### src/pcm_consts.vh
// register map, field positions and reset values of the counter array block
`ifndef PCM_CONSTS_VH
`define PCM_CONSTS_VH

`define PCM_ADDR_CTRL        8'h00
`define PCM_ADDR_COUNT_LO    8'h01
`define PCM_ADDR_COUNT_HI    8'h02
`define PCM_ADDR_FLAGS       8'h03
`define PCM_ADDR_MASK        8'h04
`define PCM_ADDR_MODE_BASE   8'h10
`define PCM_ADDR_CMP_BASE    8'h20

`define PCM_CTRL_RUN         0
`define PCM_CTRL_WDOG_EN     1

`define PCM_MODE_WIDE        7
`define PCM_MODE_COMP        6
`define PCM_MODE_MATCH       3
`define PCM_MODE_TOGGLE      2
`define PCM_MODE_PWM         1
`define PCM_MODE_IRQ         0

`define PCM_CTRL_RESET       8'h00
`define PCM_MODE_RESET       8'h00
`define PCM_CMP_RESET        16'h0000
`define PCM_MASK_RESET       3'h7

`define PCM_TICK_DIV         12
`define PCM_WDT_CHANNEL      2

`endif

### src/pcm_channel.v
// one capture/compare module: match detect, toggle, pulse width and frequency output
`timescale 1ns/1ps
`include "pcm_consts.vh"
module pcm_channel
(
  // clock and reset
  input  wire        clk,
  input  wire        rst,
  // timebase
  input  wire        tick,
  input  wire [15:0] count,
  // configuration
  input  wire [15:0] compare,
  input  wire [7:0]  mode,
  input  wire        enable,
  // results
  output wire        match,
  output reg         pin
);

  reg  [7:0] freq_point;
  wire       comp_on = enable & mode[`PCM_MODE_COMP];
  wire       pwm     = mode[`PCM_MODE_PWM];
  wire       tog     = mode[`PCM_MODE_TOGGLE];
  wire       wide    = mode[`PCM_MODE_WIDE];
  wire       freq    = pwm & tog;
  wire       low_eq  = count[7:0] == compare[7:0];
  wire       full_eq = count == compare;
  wire       freq_eq = count[7:0] == freq_point;

  // nothing compares unless the comparator is on
  assign match = comp_on & tick & (freq ? freq_eq : ((pwm & !wide) ? low_eq : full_eq));

  always @(posedge clk or posedge rst)
  begin
    if (rst)
    begin
      pin        <= 1'b0;
      freq_point <= 8'h00;
    end
    else if (!comp_on)
    begin
      freq_point <= compare[7:0];
    end
    else if (freq)
    begin
      // frequency output: toggle, then step the next edge by the high byte
      if (match)
      begin
        pin        <= ~pin;
        freq_point <= freq_point + compare[15:8];
      end
    end
    else if (pwm)
    begin
      // pulse width: 8-bit on the low byte, 16-bit on the full count
      if (tick)
      begin
        if (wide)
          pin <= (count < compare);
        else
          pin <= (count[7:0] < compare[7:0]);
      end
      freq_point <= compare[7:0];
    end
    else
    begin
      if (tog && match)
        pin <= ~pin;
      freq_point <= compare[7:0];
    end
  end

endmodule

### src/pcm_divider.v
// timebase divider: one-cycle count enable every DIV clocks
`timescale 1ns/1ps
`include "pcm_consts.vh"
module pcm_divider
#(
  parameter DIV = `PCM_TICK_DIV
)
(
  // clock and reset
  input  wire clk,
  input  wire rst,
  // control
  input  wire enable,
  // output
  output reg  tick
);

  reg [15:0] cnt;

  always @(posedge clk or posedge rst)
  begin
    if (rst)
    begin
      cnt  <= 16'h0000;
      tick <= 1'b0;
    end
    else if (!enable)
    begin
      cnt  <= 16'h0000;
      tick <= 1'b0;
    end
    else if (cnt == DIV[15:0] - 16'h0001)
    begin
      cnt  <= 16'h0000;
      tick <= 1'b1;
    end
    else
    begin
      cnt  <= cnt + 16'h0001;
      tick <= 1'b0;
    end
  end

endmodule

### src/pcm_top.v
// counter array with three capture/compare modules, register port and interrupt
`timescale 1ns/1ps
`include "pcm_consts.vh"
// Functional notes
// match enabled: counter equal to compare sets the module's flag
// toggle enabled: each match inverts the module output pin
// toggle plus pulse width together selects frequency output mode
// pulse width enabled: module pin carries a modulated waveform
// wide select 0 gives 8-bit modulation, 1 gives 16-bit
// flag interrupt enable masks the module's flag interrupt
// watchdog enabled: module two mode writes ignored, module two is watchdog
// software disables the watchdog before changing module two
// comparator works only while its comparator enable is set
// enabled flag drives the interrupt until the flag is cleared
module pcm_top
#(
  parameter NCH = 3,
  parameter DIV = `PCM_TICK_DIV
)
(
  // clock and reset
  input  wire       clk,
  input  wire       rst,
  // register port
  input  wire [7:0] addr,
  input  wire [7:0] wdata,
  input  wire       wr,
  input  wire       rd,
  output reg  [7:0] rdata,
  // module pins
  output reg  [2:0] module_output_pin,
  // events
  output reg        irq,
  output reg        watchdog_reset
);

  // control and status
  reg  [7:0]  counter_array_mode_reg;
  reg  [15:0] count;
  reg  [2:0]  capture_compare_flag;
  reg  [2:0]  irq_mask;
  reg  [7:0]  module_capture_compare_mode [0:2];
  reg  [15:0] compare [0:2];
  reg  [7:0]  next_rdata;
  reg  [2:0]  next_flags;
  wire        tick;
  wire [2:0]  match;
  wire [2:0]  pin;
  wire [2:0]  flag_interrupt_enable;
  wire        run             = counter_array_mode_reg[`PCM_CTRL_RUN];
  wire        watchdog_enable = counter_array_mode_reg[`PCM_CTRL_WDOG_EN];
  wire        wr_flags        = wr && (addr == `PCM_ADDR_FLAGS);
  wire        wdt_hit;
  integer     i;
  // one loop index per process: a shared index would wake the other combinational blocks endlessly
  integer     j;
  integer     k;

  // counter timebase
  pcm_divider
  #(
    .DIV (DIV)
  )
  u_div
  (
    .clk    (clk),
    .rst    (rst),
    .enable (run),
    .tick   (tick)
  );

  genvar g;
  generate
    for (g = 0; g < NCH; g = g + 1)
    begin : g_ch
      assign flag_interrupt_enable[g] = module_capture_compare_mode[g][`PCM_MODE_IRQ];
      // module two is taken over by the watchdog while it is enabled
      pcm_channel u_ch
      (
        .clk     (clk),
        .rst     (rst),
        .tick    (tick),
        .count   (count),
        .compare (compare[g]),
        .mode    (module_capture_compare_mode[g]),
        .enable  (!(watchdog_enable && (g == `PCM_WDT_CHANNEL))),
        .match   (match[g]),
        .pin     (pin[g])
      );
    end
  endgenerate

  // watchdog fires when the counter high byte reaches module two's high byte
  assign wdt_hit = watchdog_enable & tick & (count[15:8] == compare[`PCM_WDT_CHANNEL][15:8]);

  // control register and counter
  always @(posedge clk or posedge rst)
  begin
    if (rst)
    begin
      counter_array_mode_reg <= `PCM_CTRL_RESET;
      count                  <= 16'h0000;
      irq_mask               <= `PCM_MASK_RESET;
    end
    else
    begin
      if (wr && addr == `PCM_ADDR_CTRL)
        counter_array_mode_reg <= {6'h00, wdata[1:0]};
      if (wr && addr == `PCM_ADDR_MASK)
        irq_mask <= wdata[2:0];
      // a bus write to the count wins over the tick
      if (wr && addr == `PCM_ADDR_COUNT_LO)
        count[7:0] <= wdata;
      else if (wr && addr == `PCM_ADDR_COUNT_HI)
        count[15:8] <= wdata;
      else if (tick)
        count <= count + 16'h0001;
    end
  end

  // mode and compare registers
  always @(posedge clk or posedge rst)
  begin
    if (rst)
    begin
      for (i = 0; i < 3; i = i + 1)
      begin
        module_capture_compare_mode[i] <= `PCM_MODE_RESET;
        compare[i]                     <= `PCM_CMP_RESET;
      end
    end
    else if (wr)
    begin
      for (i = 0; i < 3; i = i + 1)
      begin
        // software must clear the watchdog enable first; until then module two mode writes drop, compare writes still land
        if (addr == `PCM_ADDR_MODE_BASE + i[7:0]
            && !(watchdog_enable && i == `PCM_WDT_CHANNEL))
          module_capture_compare_mode[i] <= wdata;
        if (addr == `PCM_ADDR_CMP_BASE + {i[6:0], 1'b0})
          compare[i][7:0] <= wdata;
        if (addr == `PCM_ADDR_CMP_BASE + {i[6:0], 1'b1})
          compare[i][15:8] <= wdata;
      end
    end
  end

  // sticky flags: a match in the clearing cycle survives the clear
  always @*
  begin
    next_flags = capture_compare_flag & ~(wr_flags ? wdata[2:0] : 3'h0);
    for (j = 0; j < 3; j = j + 1)
      if (match[j] && module_capture_compare_mode[j][`PCM_MODE_MATCH])
        next_flags[j] = 1'b1;
  end

  // read mux
  always @*
  begin
    next_rdata = 8'h00;
    case (addr)
      `PCM_ADDR_CTRL:     next_rdata = counter_array_mode_reg;
      `PCM_ADDR_COUNT_LO: next_rdata = count[7:0];
      `PCM_ADDR_COUNT_HI: next_rdata = count[15:8];
      `PCM_ADDR_FLAGS:    next_rdata = {5'h00, capture_compare_flag};
      `PCM_ADDR_MASK:     next_rdata = {5'h00, irq_mask};
      default:
      begin
        for (k = 0; k < 3; k = k + 1)
        begin
          if (addr == `PCM_ADDR_MODE_BASE + k[7:0])
            next_rdata = module_capture_compare_mode[k];
          if (addr == `PCM_ADDR_CMP_BASE + {k[6:0], 1'b0})
            next_rdata = compare[k][7:0];
          if (addr == `PCM_ADDR_CMP_BASE + {k[6:0], 1'b1})
            next_rdata = compare[k][15:8];
        end
      end
    endcase
  end

  // registered outputs
  always @(posedge clk or posedge rst)
  begin
    if (rst)
    begin
      capture_compare_flag <= 3'h0;
      rdata                <= 8'h00;
      module_output_pin    <= 3'h0;
      irq                  <= 1'b0;
      watchdog_reset       <= 1'b0;
    end
    else
    begin
      capture_compare_flag <= next_flags;
      if (rd)
        rdata <= next_rdata;
      else
        rdata <= 8'h00;
      module_output_pin    <= pin;
      // level held while any enabled flag whose irq_mask bit is set stays set
      irq                  <= |(capture_compare_flag & flag_interrupt_enable & irq_mask);
      watchdog_reset       <= wdt_hit;
    end
  end

endmodule

### config.mk
export PLATFORM = sky130hd
export DESIGN_NAME = pcm_top
export DESIGN_NICKNAME = d
export VERILOG_FILES = /design/src/pcm_channel.v /design/src/pcm_divider.v /design/src/pcm_top.v
export VERILOG_INCLUDE_DIRS = /design/src
export SDC_FILE = /design/constraint.sdc
export NUM_CORES = 1
export LEC_CHECK = 0
export BUFFER_PORTS_ARGS = -buffer_cell sky130_fd_sc_hd__buf_2
export CORE_MARGIN = 2
export CORE_UTILIZATION = 36
export CTS_BUF_LIST = sky130_fd_sc_hd__clkbuf_4
export DETAILED_ROUTE_END_ITERATION = 12
export PLACE_DENSITY = 0.53
export SETUP_SLACK_MARGIN = 0.1
export SLEW_MARGIN = 20
export SYNTH_ARGS = -nofsm -noshare
export SYNTH_HDL_FRONTEND = slang
export SYNTH_SLANG_ARGS = --single-unit
### constraint.sdc
create_clock -name clk -period 8.59 [get_ports clk]
set_input_delay 0.4295 -clock clk [delete_from_list [all_inputs] [get_ports clk]]
set_output_delay 0.4295 -clock clk [all_outputs]
set_load 0.02 [all_outputs]
; After elaboration in Yosys (flattened, before gate mapping)
; Index checks and enable logic that the tools add are counted.
[classes]
add_sub_neg = 5
n_lt_le_gt_ge = 6
eq_ne = 34
mux = 56
bitwise = 23
reduce_logical = 37
[ops]
columns = cell, count
row1 = 8-bit two-way mux, 22
row2 = 8-bit == test, 7
row3 = 16-bit == test, 3
row4 = "8-bit by 6-bit == test with 1-bit output, second input constant", 6
row5 = 16-bit < comparator, 3
row6 = 16-bit two-way mux, 3
row7 = 8-bit case mux with 5 select lines, 1
row8 = "16-bit by 1-bit adder with 16-bit output, second input constant", 2
row9 = 1-bit two-way mux, 29
row10 = 8-bit adder, 3
row11 = "8-bit by 5-bit == test with 1-bit output, second input constant", 3
row12 = 8-bit < comparator, 3
row13 = 2-bit AND reduction, 11
row14 = "16-bit by 4-bit == test with 1-bit output, second input constant", 1
row15 = "8-bit by 2-bit == test with 1-bit output, second input constant", 2
row16 = 1-bit bitwise AND, 15
row17 = 1-bit logical AND, 12
row18 = 4-bit AND reduction, 3
row19 = 3-bit bitwise AND, 3
row20 = "3-bit by 1-bit != test with 1-bit output, second input constant", 3
row21 = "3-bit by 2-bit != test with 1-bit output, second input constant", 3
row22 = 3-bit nonzero test, 3
row23 = "8-bit by 1-bit == test with 1-bit output, second input constant", 1
row24 = "8-bit by 3-bit == test with 1-bit output, second input constant", 1
row25 = other kinds (9), 18
[word_totals]
regBits = 153
in_bits = 20

; Depth between registers and ports, before layout
; Gate-level depths: netlist of run 1.
[logic_depth]
word_depth = 12
ltp_mapped = 10
mapped_depth_nobuf = 10

; Modules after synthesis
; From an unflattened synthesis of run 1, not the netlist that was laid out.
[hier_totals]
hier_cells = 1076
area_unflattened_um2 = 10563.9
[by_module_without_submodules]
columns = module, n_inst, cells_per_inst, area_each_um2
row1 = pcm_top, 1, 534, 5904.4
row2 = pcm_channel (g_ch[0].u_ch ...), 2, 150, 1266.2
row3 = pcm_channel (g_ch[1].u_ch), 1, 157, 1280.0
row4 = pcm_divider, 1, 85, 847.1

; Least setup slack after synthesis of run 1
; No wires, ideal clock.
[synth_path]
path_kind = in2reg
from = input port addr[7]
to = register module_capture_compare_mode (netlist bit flag_interrupt_enable[2])
arrival_ns = 2.173
required_ns = 8.465
slack_ns = 6.292
stages = 7
cell_sequence = or4b_1 > buf_2 > or2_1 > buf_6 > or3_1 > buf_6 > mux2_4
[synth_between]
elab_chain_len = 3
[synth_rtl]
columns = item, line
row1 = "start, declared", pcm_top.v:25  ; input wire [7:0] addr,
row2 = 8-bit by 5-bit == test with 1-bit output, pcm_top.v:137  ; if (addr == `PCM_ADDR_MODE_BASE + i[7:0]
row3 = 1-bit logical AND, pcm_top.v:137
row4 = 2-bit AND reduction (no line), n/a
row5 = "end signal, assigned by index", pcm_top.v:128  ; module_capture_compare_mode[i] <= `PCM_MODE_RESET;
row6 = "end signal, assigned by index", pcm_top.v:139  ; module_capture_compare_mode[i] <= wdata;
row7 = "end, declared", pcm_top.v:42  ; reg [7:0] module_capture_compare_mode [0:2];
; No other way between the ends.
; A chain may end at the register's enable or synchronous reset.

; Worst setup path in the final report of run 1
[layout_path]
from = register count[1]
to = register g_ch[0].u_ch.freq_point[7]
[layout_between]
elab_chain_len = 5
[layout_rtl]
columns = item, line
row1 = "start, declared", pcm_top.v:39  ; reg [15:0] count;
row2 = "start signal, assigned", pcm_top.v:113  ; count[7:0] <= wdata;
row3 = "start signal, assigned", pcm_top.v:117  ; count <= count + 16'h0001;
row4 = 16-bit == test / 8-bit == test (equally long branches), "pcm_channel.v:28, pcm_channel.v:27"
row5 = 1-bit two-way mux, pcm_channel.v:32  ; assign match = comp_on & tick & (freq ? freq_eq : ((pwm & !wide) ? low_eq : full_eq));
row6 = 1-bit two-way mux *, pcm_channel.v:32
row7 = 1-bit bitwise AND *, pcm_channel.v:32
row8 = 3-bit by 2-bit != test with 1-bit output (no line) *, n/a
row9 = "end signal, assigned", pcm_channel.v:43  ; freq_point <= compare[7:0];
row10 = "end signal, assigned", pcm_channel.v:51  ; freq_point <= freq_point + compare[15:8];
row11 = "end signal, assigned", pcm_channel.v:64  ; freq_point <= compare[7:0];
row12 = "end, declared", pcm_channel.v:21  ; reg [7:0] freq_point;
; Mark *: on every way between the ends. The rest lies on a longest branch, timed or not.

==> results.rst, run 1 <==
.. list-table::
   :header-rows: 1

   * - Metric
     - Value
   * - Fillcell total
     - 2700
   * - Kind of end point of the critical path
     - register
   * - Post-cts resize count
     - 0
   * - Number of flip-flops and latches in the synthesized netlist
     - 153
   * - Area occupied by multi-input gates
     - 5570 um^2
   * - Total grt overflow
     - 0
   * - Busiest layer in global routing
     - met2
   * - Largest register FFs
     - 48
   * - Number of violations of the max-capacitance limit
     - 0
   * - Primary FF master, synth
     - dfrtp_1
   * - Number of synthesized flops with an enable pin
     - 0
   * - Worst-case reg-to-reg path depth
     - 6
   * - Slew of the pin with the lowest slew margin
     - 0.991 ns
   * - Cell types occupying the most area after synthesis
     - dfrtp_1, ha_1, mux2_2
   * - Instance count along the most critical hold path
     - 3
   * - Level count of the clock H-tree
     - 4
   * - Tcrit/Tclk final
     - 34.1%
   * - Rel. slew slack
     - 33.8%
   * - Share of flip-flops with an asynchronous set or reset after synthesis
     - 100%
   * - Met2 Resource Use GR
     - 37.5%
   * - Final number of max-transition violations
     - 0
   * - Fraction of the yosys area taken by sequential cells
     - 38.7%
   * - Clock period minus worst slack
     - 2.93 ns
   * - Leak
     - 4.85 nW
   * - Largest net degree at the start of global routing
     - 85
   * - Crit path required time
     - 9.03 ns
   * - RSZ-0062 raised after global routing
     - no
   * - CTS tree
     - done
   * - Area Overhead vs Synth
     - 7.29%
   * - Global-route usage over all layers
     - 23.5%
   * - Initial antenna violation count
     - 1
   * - Area leader, netlist
     - dfrtp_1
   * - Instance area after placement
     - 10300 um^2
   * - Post-DRT Antenna Nets
     - 0
   * - Count of input and output buffers
     - 32
   * - Final layout net count
     - 1161
   * - Post-DP HPWL
     - 23000 um
   * - Top Registers
     - compare (48), g_ch.u_ch.freq_point (24), module_capture_compare_mode (21)
   * - Synth cell count leaders
     - dfrtp_1, nand2_1, o21ai_0, inv_1, ha_1
   * - Cell with the most instances after synthesis
     - dfrtp_1
   * - Number of sinks on the clock net
     - 153
   * - Layout cells sized above 1
     - 14.8%
   * - Setup Total Neg Slack
     - 0 ns
   * - Clk pin slew, worst setup/hold paths
     - 0.14 ns
   * - Effective utilization at floorplan
     - 36.8%
   * - Horiz. Die Dim
     - 170 um
   * - Y dimension of the die
     - 170 um
   * - Worst setup SP type
     - register
   * - Count of TritonRoute iterations in the first routing pass
     - 5
   * - Area of the placeable core
     - 27000 um^2
   * - Footprint of the flip-flops and latches
     - 3830 um^2
   * - Crit path kind
     - reg2reg
   * - Setup violators final
     - 0
   * - Crit path setup slack, layout
     - 5.67 ns
   * - WL per Instance
     - 23.1 um
   * - M3 GR Usage
     - 4.47%
   * - Root buf cell
     - clkbuf_4
   * - Number of vias in the routed layout
     - 8233
   * - Number of DRC violations after detailed-routing iteration 0
     - 698
   * - Final routed DRC violation total
     - 0
   * - Post-synth cell types
     - 64
   * - Clock skew after layout
     - 0.0255 ns
   * - CP Data Arrival Time
     - 3.36 ns
   * - Number of placement rows
     - 60
   * - Max Clk Rate
     - 342 MHz
   * - Top register by number of flip-flops
     - compare
   * - PD cells
     - 142 nW/um^2
   * - Number of vias per cell
     - 5.79
   * - Grt met1 use
     - 32.4%
   * - Minimum hold slack
     - 0.151 ns
   * - Vias in the first global route
     - 7925
   * - Hold Vio Cnt, Final
     - 0
   * - Area of the die
     - 28900 um^2
   * - Total detailed-routing wirelength
     - 32900 um
   * - Post-synthesis net count
     - 1156
   * - Worst setup slack after placement
     - 5.67 ns
   * - Share of the synthesized area in the top cell type
     - 37.9%
   * - Min-Delay Path Class
     - in2reg
   * - Post-route cell area
     - 10600 um^2
   * - Instance count of the mapped netlist
     - 1062
   * - Area of the mapped netlist
     - 9910 um^2
   * - Skew-Pair Late Insertion Delay
     - 0.58 ns
   * - Final estimated routing congestion in global placement
     - 0.941
   * - Number of top-level pins
     - 33
   * - Highest net fanout along the worst path
     - 14
   * - Peak ir drop on the vdd network
     - 71.3 uV
   * - Run status
     - finished clean
   * - Warnings, synthesis
     - 0
   * - Synthesized area per cell
     - 9.33 um^2
   * - Number of buffers created by CTS
     - 17
   * - Max Buffers Root-to-Sink
     - 2
   * - Wire length of the first global-routing pass
     - 50200 um
==> final cells by class <==
cell class / count / area share, %
repair buffers: 39 / 2.02
multi-input cells: 783 / 52.4
clock buffers: 17 / 1.20
diodes: 1 / 0.0235
inverters: 73 / 2.63
well taps: 341 / 4.01
clock inverters: 15 / 1.65
flip-flops and latches: 153 / 36.1
==> metal layers <==
| metal | share of wire [%] | vias to the layer above | routed length, um |
|---|---|---|---|
| li1 | - | 3828 | - |
| met1 | 45 | 4055 | 14900 |
| met2 | 46 | 296 | 15100 |
| met3 | 5.9 | 54 | 1930 |
| met4 | 2.6 | 0 | 841 |
| met5 | 0 | - | 0 |
==> path summary, 6_finish.rpt <==
kind	endpoint	start	slack, ns
max in group asynchronous	module_capture_compare_mode[15]$_DFFE_PP0P_	rst	6.63
min	rdata[7]$_DFF_PP0_	rd	0.15
min reg2reg	module_output_pin[2]$_DFF_PP0_	g_ch[2].u_ch.pin$_DFFE_PP0P_	0.44
max reg2reg	g_ch[0].u_ch.freq_point[7]$_DFFE_PP0P_	count[1]$_DFFE_PP0P_	5.67
min in group asynchronous	u_div.cnt[14]$_DFF_PP0_	rst	0.51
max	g_ch[0].u_ch.freq_point[7]$_DFFE_PP0P_	count[1]$_DFFE_PP0P_	5.67
==> timing repair <==
| item | CTS | global route |
|---|---|---|
| buffers inserted | 0 | 0 |
| hold endpoints to repair | 7 | 0 |
| hold buffers | 1 | 0 |
| endpoints found under the setup margin | 0 | 0 |
==> kinds of logic after synthesis <==
group                    synth area share, %
AND/OR/NAND/NOR                         14.5
XOR/XNOR                                5.04
multiplexers                            10.9
adder cells (fa/ha/maj)                 9.57
flip-flops                              38.7
buffers and inverters                   5.09
AO/OA/AOI/OAI                           16.3
==> power by group <==
group,internal [mW],total (mW),switching (mW)
registers,0.747,0.802,0.0553
clock network,0.201,0.498,0.297
logic,0.0842,0.207,0.123
total,1.03,1.51,0.474
==> stage by stage <==
step	cells	power [mW]	utilization (%)
6_report	1422	1.51	39.4
5_1_grt	1422	1.57	39.4
4_1_cts	1421	1.52	39.4
3_5_place_dp	1388	1.02	38.3
3_3_place_gp	1388	1.02	38.3
2_1_floorplan	1062	0.939	-
==> cell usage in the layout, fill, tap and decap left out, types with 7 or more instances in the layout <==
cell	count
o221ai_1	8
nor4_1	7
buf_2	32
xnor2_1	20
dfrtp_1	150
a21o_1	8
nor3_1	21
mux2_2	69
mux2i_1	18
nand2_1	92
clkbuf_4	17
mux2_4	8
o22ai_1	15
a21oi_1	70
nand4_1	18
nor2b_1	12
xor2_1	37
a31oi_1	16
nand3_1	32
a22oi_1	18
and3_1	11
o21ai_0	78
inv_1	72
nor2_1	70
a211oi_1	8
ha_1	71
==> worst max-delay path, cell delays in order (launching register included) <==
cell and delay (ns):
dfrtp_1 0.89, xor2_1 0.14, nor4_1 0.57, nand3_1 0.53
nor3_1 0.42, xnor2_1 0.16, o21ai_0 0.09
Note: power is estimated with default switching activity, not from simulation.
==> run 2: changes to the inputs <==
--- a/config.mk
+++ b/config.mk
@@ -11,7 +11,7 @@
 export CORE_UTILIZATION = 36
 export CTS_BUF_LIST = sky130_fd_sc_hd__clkbuf_4
 export DETAILED_ROUTE_END_ITERATION = 12
-export PLACE_DENSITY = 0.53
+export PLACE_DENSITY = 0.55
 export SETUP_SLACK_MARGIN = 0.1
 export SLEW_MARGIN = 20
 export SYNTH_ARGS = -nofsm -noshare
==> constraint.sdc (replaced) <==
create_clock -name clk -period 2.67 [get_ports clk]
set_input_delay 0.1335 -clock clk [delete_from_list [all_inputs] [get_ports clk]]
set_output_delay 0.1335 -clock clk [all_outputs]
set_load 0.02 [all_outputs]
==> results.rst, run 2 (same netlist as run 1, synthesis figures left out) <==
.. list-table::
   :header-rows: 1

   * - Metric
     - Value
   * - Rel. slew slack
     - 34.3% (was 33.8%)
   * - Area occupied by multi-input gates
     - 5610 um^2 (was 5570 um^2)
   * - Leak
     - 5.24 nW (was 4.85 nW)
   * - Final design utilization
     - 41.7% (was 39.4%)
   * - Crit path setup slack, layout
     - 0.264 ns (was 5.67 ns)
   * - Combined buffer and inverter count along the critical path
     - 0 (unchanged)
   * - Tcrit/Tclk final
     - 90.1% (was 34.1%)
   * - Final routed DRC violation total
     - 0 (unchanged)
   * - Skew-Pair Late Insertion Delay
     - 0.59 ns (was 0.58 ns)
   * - CP Data Arrival Time
     - 2.92 ns (was 3.36 ns)
   * - Total grt overflow
     - 0 (unchanged)
   * - Proportion of power drawn by flip-flops and latches
     - 50.9% (was 53.2%)
   * - Clock period minus worst slack
     - 2.41 ns (was 2.93 ns)
   * - Peak ir drop on the vdd network
     - 204 uV (was 71.3 uV)
   * - PD cells
     - 442 nW/um^2 (was 142 nW/um^2)
   * - Clock network fraction of total power
     - 33.4% (was 33.0%)
   * - Final number of max-transition violations
     - 0 (unchanged)
   * - Reported net switching power
     - 1.50 mW (was 0.474 mW)
   * - WL per Instance
     - 21.7 um (was 23.1 um)
   * - Sequence of cells on the critical path
     - xor2_1 -> or4_1 -> nor4_1 -> or2_4 -> o211ai_1 -> a211oi_1 -> nand2b_1 (was xor2_1 -> nor4_1 -> nand3_1 -> nor3_1 -> xnor2_1 -> o21ai_0)
   * - Share of total power consumed by net switching
     - 30.2% (was 31.5%)
   * - Count of TritonRoute iterations in the first routing pass
     - 5 (unchanged)
   * - Number of cells after detailed placement
     - 1446 (was 1388)
   * - Number of vias per cell
     - 5.71 (was 5.79)
   * - Layout cells sized above 1
     - 19.8% (was 14.8%)
   * - Area of the placeable core
     - 27000 um^2 (unchanged)
   * - Global-route usage over all layers
     - 23.3% (was 23.5%)
   * - CTS tree
     - done (unchanged)
   * - Instance count along the most critical hold path
     - 3 (unchanged)
   * - Effective utilization at floorplan
     - 36.8% (unchanged)
   * - Wire length of the first global-routing pass
     - 50200 um (about the same)
   * - Worst path slowest cell
     - dfrtp_1 (unchanged)
   * - Final estimated routing congestion in global placement
     - 0.971 (was 0.941)
   * - Internal power consumption
     - 3.47 mW (was 1.03 mW)
   * - Minimum hold slack
     - 0.0452 ns (was 0.151 ns)
   * - Post-DP HPWL
     - 24200 um (was 23000 um)
   * - RSZ-0062 raised after global routing
     - no (unchanged)
   * - Run status
     - finished clean (unchanged)
   * - Max Buffers Root-to-Sink
     - 2 (unchanged)
   * - Number of vias in the routed layout
     - 8516 (was 8233)
   * - Horiz. Die Dim
     - 170 um (unchanged)
   * - Number of DRC violations after detailed-routing iteration 0
     - 823 (was 698)
   * - Top Registers
     - compare (48), g_ch.u_ch.freq_point (24), module_capture_compare_mode (21) (unchanged)
   * - Number of top-level pins
     - 33 (unchanged)
   * - Number of violations of the max-capacitance limit
     - 0 (unchanged)
   * - Count of input and output buffers
     - 32 (unchanged)
   * - Worst setup SP type
     - register (unchanged)
   * - Number of buffers created by CTS
     - 17 (unchanged)
   * - Max Clk Rate
     - 416 MHz (was 342 MHz)
   * - Level count of the clock H-tree
     - 4 (unchanged)
   * - Final layout net count
     - 1230 (was 1161)
   * - Root buf cell
     - clkbuf_4 (unchanged)
   * - Setup Total Neg Slack
     - 0 ns (unchanged)
   * - Top delay family on crit path
     - simple AND/OR/NAND/NOR gates (unchanged)
   * - Setup violators final
     - 0 (unchanged)
   * - Footprint of the flip-flops and latches
     - 3830 um^2 (about the same)
   * - Clock skew after layout
     - 0.0326 ns (was 0.0255 ns)
   * - Setup slack, reg-to-reg
     - 0.26 ns (was 5.67 ns)
   * - Vias in the first global route
     - 8297 (was 7925)
   * - Most used cells in the layout excluding fill and tap cells
     - dfrtp_1, nand2_1, o21ai_0 (unchanged)
   * - Top register by number of flip-flops
     - compare (unchanged)
   * - Number of placement rows
     - 60 (unchanged)
   * - Kind of end point of the critical path
     - register (unchanged)
   * - Number of sinks on the clock net
     - 153 (unchanged)
   * - Cell count along the critical path
     - 7 (was 6)
   * - Hold Vio Cnt, Final
     - 0 (unchanged)
   * - Proportion of power drawn by combinational gates
     - 15.7% (was 13.7%)
   * - Post-route insts no fill
     - 1492 (was 1422)
   * - Worst setup slack after placement
     - 0.102 ns (was 5.67 ns)
   * - Leading cell type in the layout, fill and taps excluded
     - dfrtp_1 (unchanged)
   * - Area Overhead vs Synth
     - 13.6% (was 7.29%)
   * - Post-DRT Antenna Nets
     - 0 (unchanged)
   * - Y dimension of the die
     - 170 um (unchanged)
   * - Initial antenna violation count
     - 1 (unchanged)
   * - Total detailed-routing wirelength
     - 32300 um (was 32900 um)
   * - Fillcell total
     - 2646 (was 2700)
   * - Largest net degree at the start of global routing
     - 54 (was 85)
   * - Largest register FFs
     - 48 (unchanged)
   * - Slew of the pin with the lowest slew margin
     - 0.985 ns (was 0.991 ns)
   * - Worst-case reg-to-reg path depth
     - 7 (was 6)
   * - Crit path required time
     - 3.18 ns (was 9.03 ns)
   * - Min-Delay Path Class
     - in2reg (unchanged)
   * - Clk pin slew, worst setup/hold paths
     - 0.14 ns (about the same)
   * - Highest net fanout along the worst path
     - 6 (was 14)
   * - Longest individual stage delay on the worst path
     - 0.53 ns (was 0.89 ns)
   * - Crit path kind
     - reg2reg (unchanged)
   * - Area of the die
     - 28900 um^2 (unchanged)
[run 2: cell types whose count changed in the layout (fill, tap and decap cells not counted), sizes merged]
| cell | previous run | this run |
|---|---|---|
| buf | 38 | 102 |
| bufinv | 3 | 4 |
| clkinv | 4 | 7 |
| clkinvlp | 6 | 3 |
| diode | 1 | 2 |
| dlygate4sd3 | 1 | 5 |
| inv | 75 | 74 |
| or2 | 3 | 4 |
[run 2: cell type report]
cell class | instances | area share [%]
timing repair buffer | 107 | 6.87
clock inverter | 15 | 1.78
sequential | 153 | 34.1
tap | 341 | 3.79
clock buffer | 17 | 1.13
inverter | 73 | 2.47
antenna | 2 | 0.0445
multi-input combinational | 784 | 49.8
[run 2: routing by layer]
metal | track usage (%) | vias to the layer above | share of wire [%]
met1 | 32.1 | 4111 | 44
li1 | - | 3973 | -
met4 | 8.88 | 0 | 4.1
met2 | 36.3 | 354 | 44
met5 | 0 | - | 0
met3 | 4.63 | 78 | 7.2
[run 2: power by group through the flow]
stage | combinational (mW) | sequential (mW) | clock (mW)
final | 0.782 | 2.53 | 1.66
after global routing | 0.873 | 2.54 | 1.80
after CTS | 0.774 | 2.53 | 1.70
after detailed placement | 0.765 | 2.57 | 0
after global placement | 0.760 | 2.57 | 0
after floorplan | 0.508 | 2.51 | 0
[run 2: path summary, 6_finish.rpt]
kind	to	start
max	g_ch[1].u_ch.pin$_DFFE_PP0P_	count[2]$_DFFE_PP0P_
max reg2reg	g_ch[1].u_ch.pin$_DFFE_PP0P_	count[2]$_DFFE_PP0P_
min in group asynchronous	compare[35]$_DFFE_PP0P_	rst
min	count[1]$_DFFE_PP0P_	wdata[1]
max in group asynchronous	u_div.cnt[10]$_DFF_PP0_	rst
min reg2reg	module_output_pin[1]$_DFF_PP0_	g_ch[1].u_ch.pin$_DFFE_PP0P_
[run 2: timing repair]
item,CTS,global route
hold buffers,5,0
hold endpoints to repair,40,0
buffers inserted,0,6
endpoints found under the setup margin,2,10
gates cloned,0,1
gates resized for setup,2,6
pin swaps,0,1
[run 2: stage by stage]
| step | cell area, um^2 | total power [mW] |
|---|---|---|
| finish | 11300 | 4.98 |
| global route | 11300 | 5.22 |
| CTS | 11200 | 5.01 |
| detailed placement | 10800 | 3.34 |
| global placement | 10800 | 3.33 |
| floorplan | 9910 | 3.02 |
[run 2: worst register-to-register path, cell delays in order, from the launching register on]
cell      delay, ns
dfrtp_1        0.53
xor2_1         0.21
or4_1          0.48
nor4_1         0.39
or2_4          0.26
o211ai_1       0.11
a211oi_1       0.22
nand2b_1       0.13
==> run 3: changes to the inputs <==
--- a/config.mk
+++ b/config.mk
@@ -7,6 +7,7 @@
 export NUM_CORES = 1
 export LEC_CHECK = 0
 export BUFFER_PORTS_ARGS = -buffer_cell sky130_fd_sc_hd__buf_2
+export CORE_ASPECT_RATIO = 0.7
 export CORE_MARGIN = 2
 export CORE_UTILIZATION = 36
 export CTS_BUF_LIST = sky130_fd_sc_hd__clkbuf_4
==> results.rst, run 3 (same netlist as run 1, synthesis figures left out) <==
.. list-table::
   :header-rows: 1

   * - Metric
     - Value
   * - Post-DRT Antenna Nets
     - 0 (unchanged)
   * - Vias in the first global route
     - 8018 (was 8297)
   * - Setup violators final
     - 0 (unchanged)
   * - Proportion of power drawn by combinational gates
     - 15.8% (was 15.7%)
   * - Number of placement rows
     - 50 (was 60)
   * - Share of total power consumed by net switching
     - 32.6% (was 30.2%)
   * - Top Registers
     - compare (48), g_ch.u_ch.freq_point (24), module_capture_compare_mode (21) (unchanged)
   * - Longest individual stage delay on the worst path
     - 0.56 ns (was 0.53 ns)
   * - Horiz. Die Dim
     - 202 um (was 170 um)
   * - RSZ-0062 raised after global routing
     - no (unchanged)
   * - Clock period minus worst slack
     - 2.46 ns (was 2.41 ns)
   * - Root buf cell
     - clkbuf_4 (unchanged)
   * - Leak
     - 5.25 nW (was 5.24 nW)
   * - Min-Delay Path Class
     - in2reg (unchanged)
   * - Sequence of cells on the critical path
     - xor2_1 -> or4_1 -> nor4_1 -> or2_4 -> buf_4 -> mux2i_1 -> nor2_1 -> a21oi_1 (was xor2_1 -> or4_1 -> nor4_1 -> or2_4 -> o211ai_1 -> a211oi_1 -> nand2b_1)
   * - Run status
     - finished clean (unchanged)
   * - Area occupied by multi-input gates
     - 5600 um^2 (was 5610 um^2)
   * - Max Clk Rate
     - 407 MHz (was 416 MHz)
   * - Global-route usage over all layers
     - 24.8% (was 23.3%)
   * - Number of buffers created by CTS
     - 17 (unchanged)
   * - Crit path required time
     - 3.24 ns (was 3.18 ns)
   * - Largest net degree at the start of global routing
     - 37 (was 54)
   * - Final layout net count
     - 1235 (was 1230)
   * - CP Data Arrival Time
     - 3.03 ns (was 2.92 ns)
   * - Total detailed-routing wirelength
     - 34300 um (was 32300 um)
   * - Crit path kind
     - reg2reg (unchanged)
   * - CTS tree
     - done (unchanged)
   * - Peak ir drop on the vdd network
     - 344 uV (was 204 uV)
   * - Worst setup slack after placement
     - 0.230 ns (was 0.102 ns)
   * - Number of sinks on the clock net
     - 153 (unchanged)
   * - Clock network fraction of total power
     - 32.3% (was 33.4%)
   * - Slew of the pin with the lowest slew margin
     - 0.949 ns (was 0.985 ns)
   * - Max Buffers Root-to-Sink
     - 2 (unchanged)
   * - Top register by number of flip-flops
     - compare (unchanged)
   * - Level count of the clock H-tree
     - 4 (unchanged)
   * - Clk pin slew, worst setup/hold paths
     - 0.15 ns (was 0.14 ns)
   * - Final design utilization
     - 42.0% (was 41.7%)
   * - Reported net switching power
     - 1.60 mW (was 1.50 mW)
   * - Footprint of the flip-flops and latches
     - 3830 um^2 (unchanged)
   * - Number of top-level pins
     - 33 (unchanged)
   * - Highest net fanout along the worst path
     - 8 (was 6)
   * - Rel. slew slack
     - 36.8% (was 34.3%)
   * - Number of violations of the max-capacitance limit
     - 0 (unchanged)
   * - Y dimension of the die
     - 143 um (was 170 um)
   * - Setup Total Neg Slack
     - 0 ns (unchanged)
   * - Total grt overflow
     - 0 (unchanged)
   * - Clock skew after layout
     - 0.0195 ns (was 0.0326 ns)
   * - Internal power consumption
     - 3.31 mW (was 3.47 mW)
   * - Setup slack, reg-to-reg
     - 0.21 ns (was 0.26 ns)
   * - Post-DP HPWL
     - 26000 um (was 24200 um)
   * - Hold Vio Cnt, Final
     - 0 (unchanged)
   * - Final estimated routing congestion in global placement
     - 0.974 (was 0.971)
   * - Initial antenna violation count
     - 1 (unchanged)
   * - Kind of end point of the critical path
     - register (unchanged)
   * - Largest register FFs
     - 48 (unchanged)
   * - Crit path setup slack, layout
     - 0.211 ns (was 0.264 ns)
   * - Count of input and output buffers
     - 32 (unchanged)
   * - Area of the placeable core
     - 26900 um^2 (was 27000 um^2)
   * - Most used cells in the layout excluding fill and tap cells
     - dfrtp_1, nand2_1, o21ai_0 (unchanged)
   * - Area Overhead vs Synth
     - 14.1% (was 13.6%)
   * - Tcrit/Tclk final
     - 92.1% (was 90.1%)
   * - Leading cell type in the layout, fill and taps excluded
     - dfrtp_1 (unchanged)
   * - Wire length of the first global-routing pass
     - 52900 um (was 50200 um)
   * - PD cells
     - 434 nW/um^2 (was 442 nW/um^2)
   * - Number of DRC violations after detailed-routing iteration 0
     - 871 (was 823)
   * - Layout cells sized above 1
     - 19.8% (about the same)
   * - WL per Instance
     - 22.6 um (was 21.7 um)
   * - Proportion of power drawn by flip-flops and latches
     - 51.8% (was 50.9%)
   * - Fillcell total
     - 2678 (was 2646)
   * - Number of vias in the routed layout
     - 8622 (was 8516)
   * - Worst setup SP type
     - register (unchanged)
   * - Worst path slowest cell
     - dfrtp_1 (unchanged)
   * - Number of vias per cell
     - 5.68 (was 5.71)
   * - Count of TritonRoute iterations in the first routing pass
     - 7 (was 5)
   * - Skew-Pair Late Insertion Delay
     - 0.65 ns (was 0.59 ns)
   * - Final number of max-transition violations
     - 0 (unchanged)
   * - Effective utilization at floorplan
     - 36.8% (about the same)
   * - Area of the die
     - 28900 um^2 (about the same)
   * - Final routed DRC violation total
     - 0 (unchanged)
   * - Number of diodes
     - 0 (was 2)
## run 3: changes by cell type in the layout (fill, tap and decap cells not counted), sizes merged
cell	before	now
diode	2	0
buf	102	103
or2	4	3
bufinv	4	2
inv	74	79
dlygate4sd3	5	10
clkinvlp	3	1
clkinv	7	6
## run 3: cell type report
class	instances	share of cell area, %
clock buffer	17	1.13
multi-input combinational	783	49.6
inverter	73	2.46
timing repair buffer	113	7.46
clock inverter	15	1.46
tap	364	4.03
sequential	153	33.9
## run 3: power groups by stage
stage	Clock [mW]	Combinational, mW	Sequential (mW)
finish	1.59	0.778	2.54
global route	1.73	0.867	2.55
CTS	1.62	0.761	2.54
detailed placement	0	0.745	2.58
global placement	0	0.743	2.58
floorplan	0	0.508	2.51
## run 3: critical path: cells and delay by family, from the launching register on
family | cells | cell delay [ns]
AO/OA/AOI/OAI | 1 | 0.11
buffers and inverters | 1 | 0.19
flip-flops | 1 | 0.56
XOR/XNOR | 1 | 0.22
multiplexers | 1 | 0.20
AND/OR/NAND/NOR | 4 | 1.11
## run 3: final timing paths
path / cells past startpoint / to / from
max in group asynchronous: 4 / irq_mask[2]$_DFFE_PP1P_ / rst
min in group asynchronous: 3 / g_ch[0].u_ch.freq_point[4]$_DFFE_PP0P_ / rst
worst min-delay path: 4 / count[0]$_DFFE_PP0P_ / wr
worst max register to register: 8 / g_ch[1].u_ch.freq_point[1]$_DFFE_PP0P_ / count[2]$_DFFE_PP0P_
worst max-delay path: 8 / g_ch[1].u_ch.freq_point[1]$_DFFE_PP0P_ / count[2]$_DFFE_PP0P_
worst min register to register: 0 / module_output_pin[1]$_DFF_PP0_ / g_ch[1].u_ch.pin$_DFFE_PP0P_
## run 3: stage by stage
stage / area [um^2] / instances / hold WS, ns / total power [mW]
floorplan: 9910 / 1062 / 0.244 / 3.02
global placement: 10900 / 1474 / 0.317 / 3.32
detailed placement: 10900 / 1474 / 0.324 / 3.32
CTS: 11300 / 1516 / 0.0651 / 4.92
global route: 11300 / 1518 / 0.106 / 5.14
finish: 11300 / 1518 / 0.116 / 4.91
## run 3: per-layer routing
metal | GRT usage (%) | wire, um | vias to the layer above
met5 | 0 | 0 | -
met4 | 5.03 | 400 | 0
met3 | 7.53 | 3580 | 35
met2 | 31.5 | 12700 | 400
met1 | 39.6 | 17600 | 4199
li1 | - | - | 3988
## run 3: timing repair
| item | CTS | global route |
|---|---|---|
| setup buffers | 0 | 2 |
| hold buffers | 10 | 0 |
| resized for setup | 0 | 7 |
| endpoints found under the hold margin | 45 | 0 |
| setup endpoints to repair | 0 | 14 |
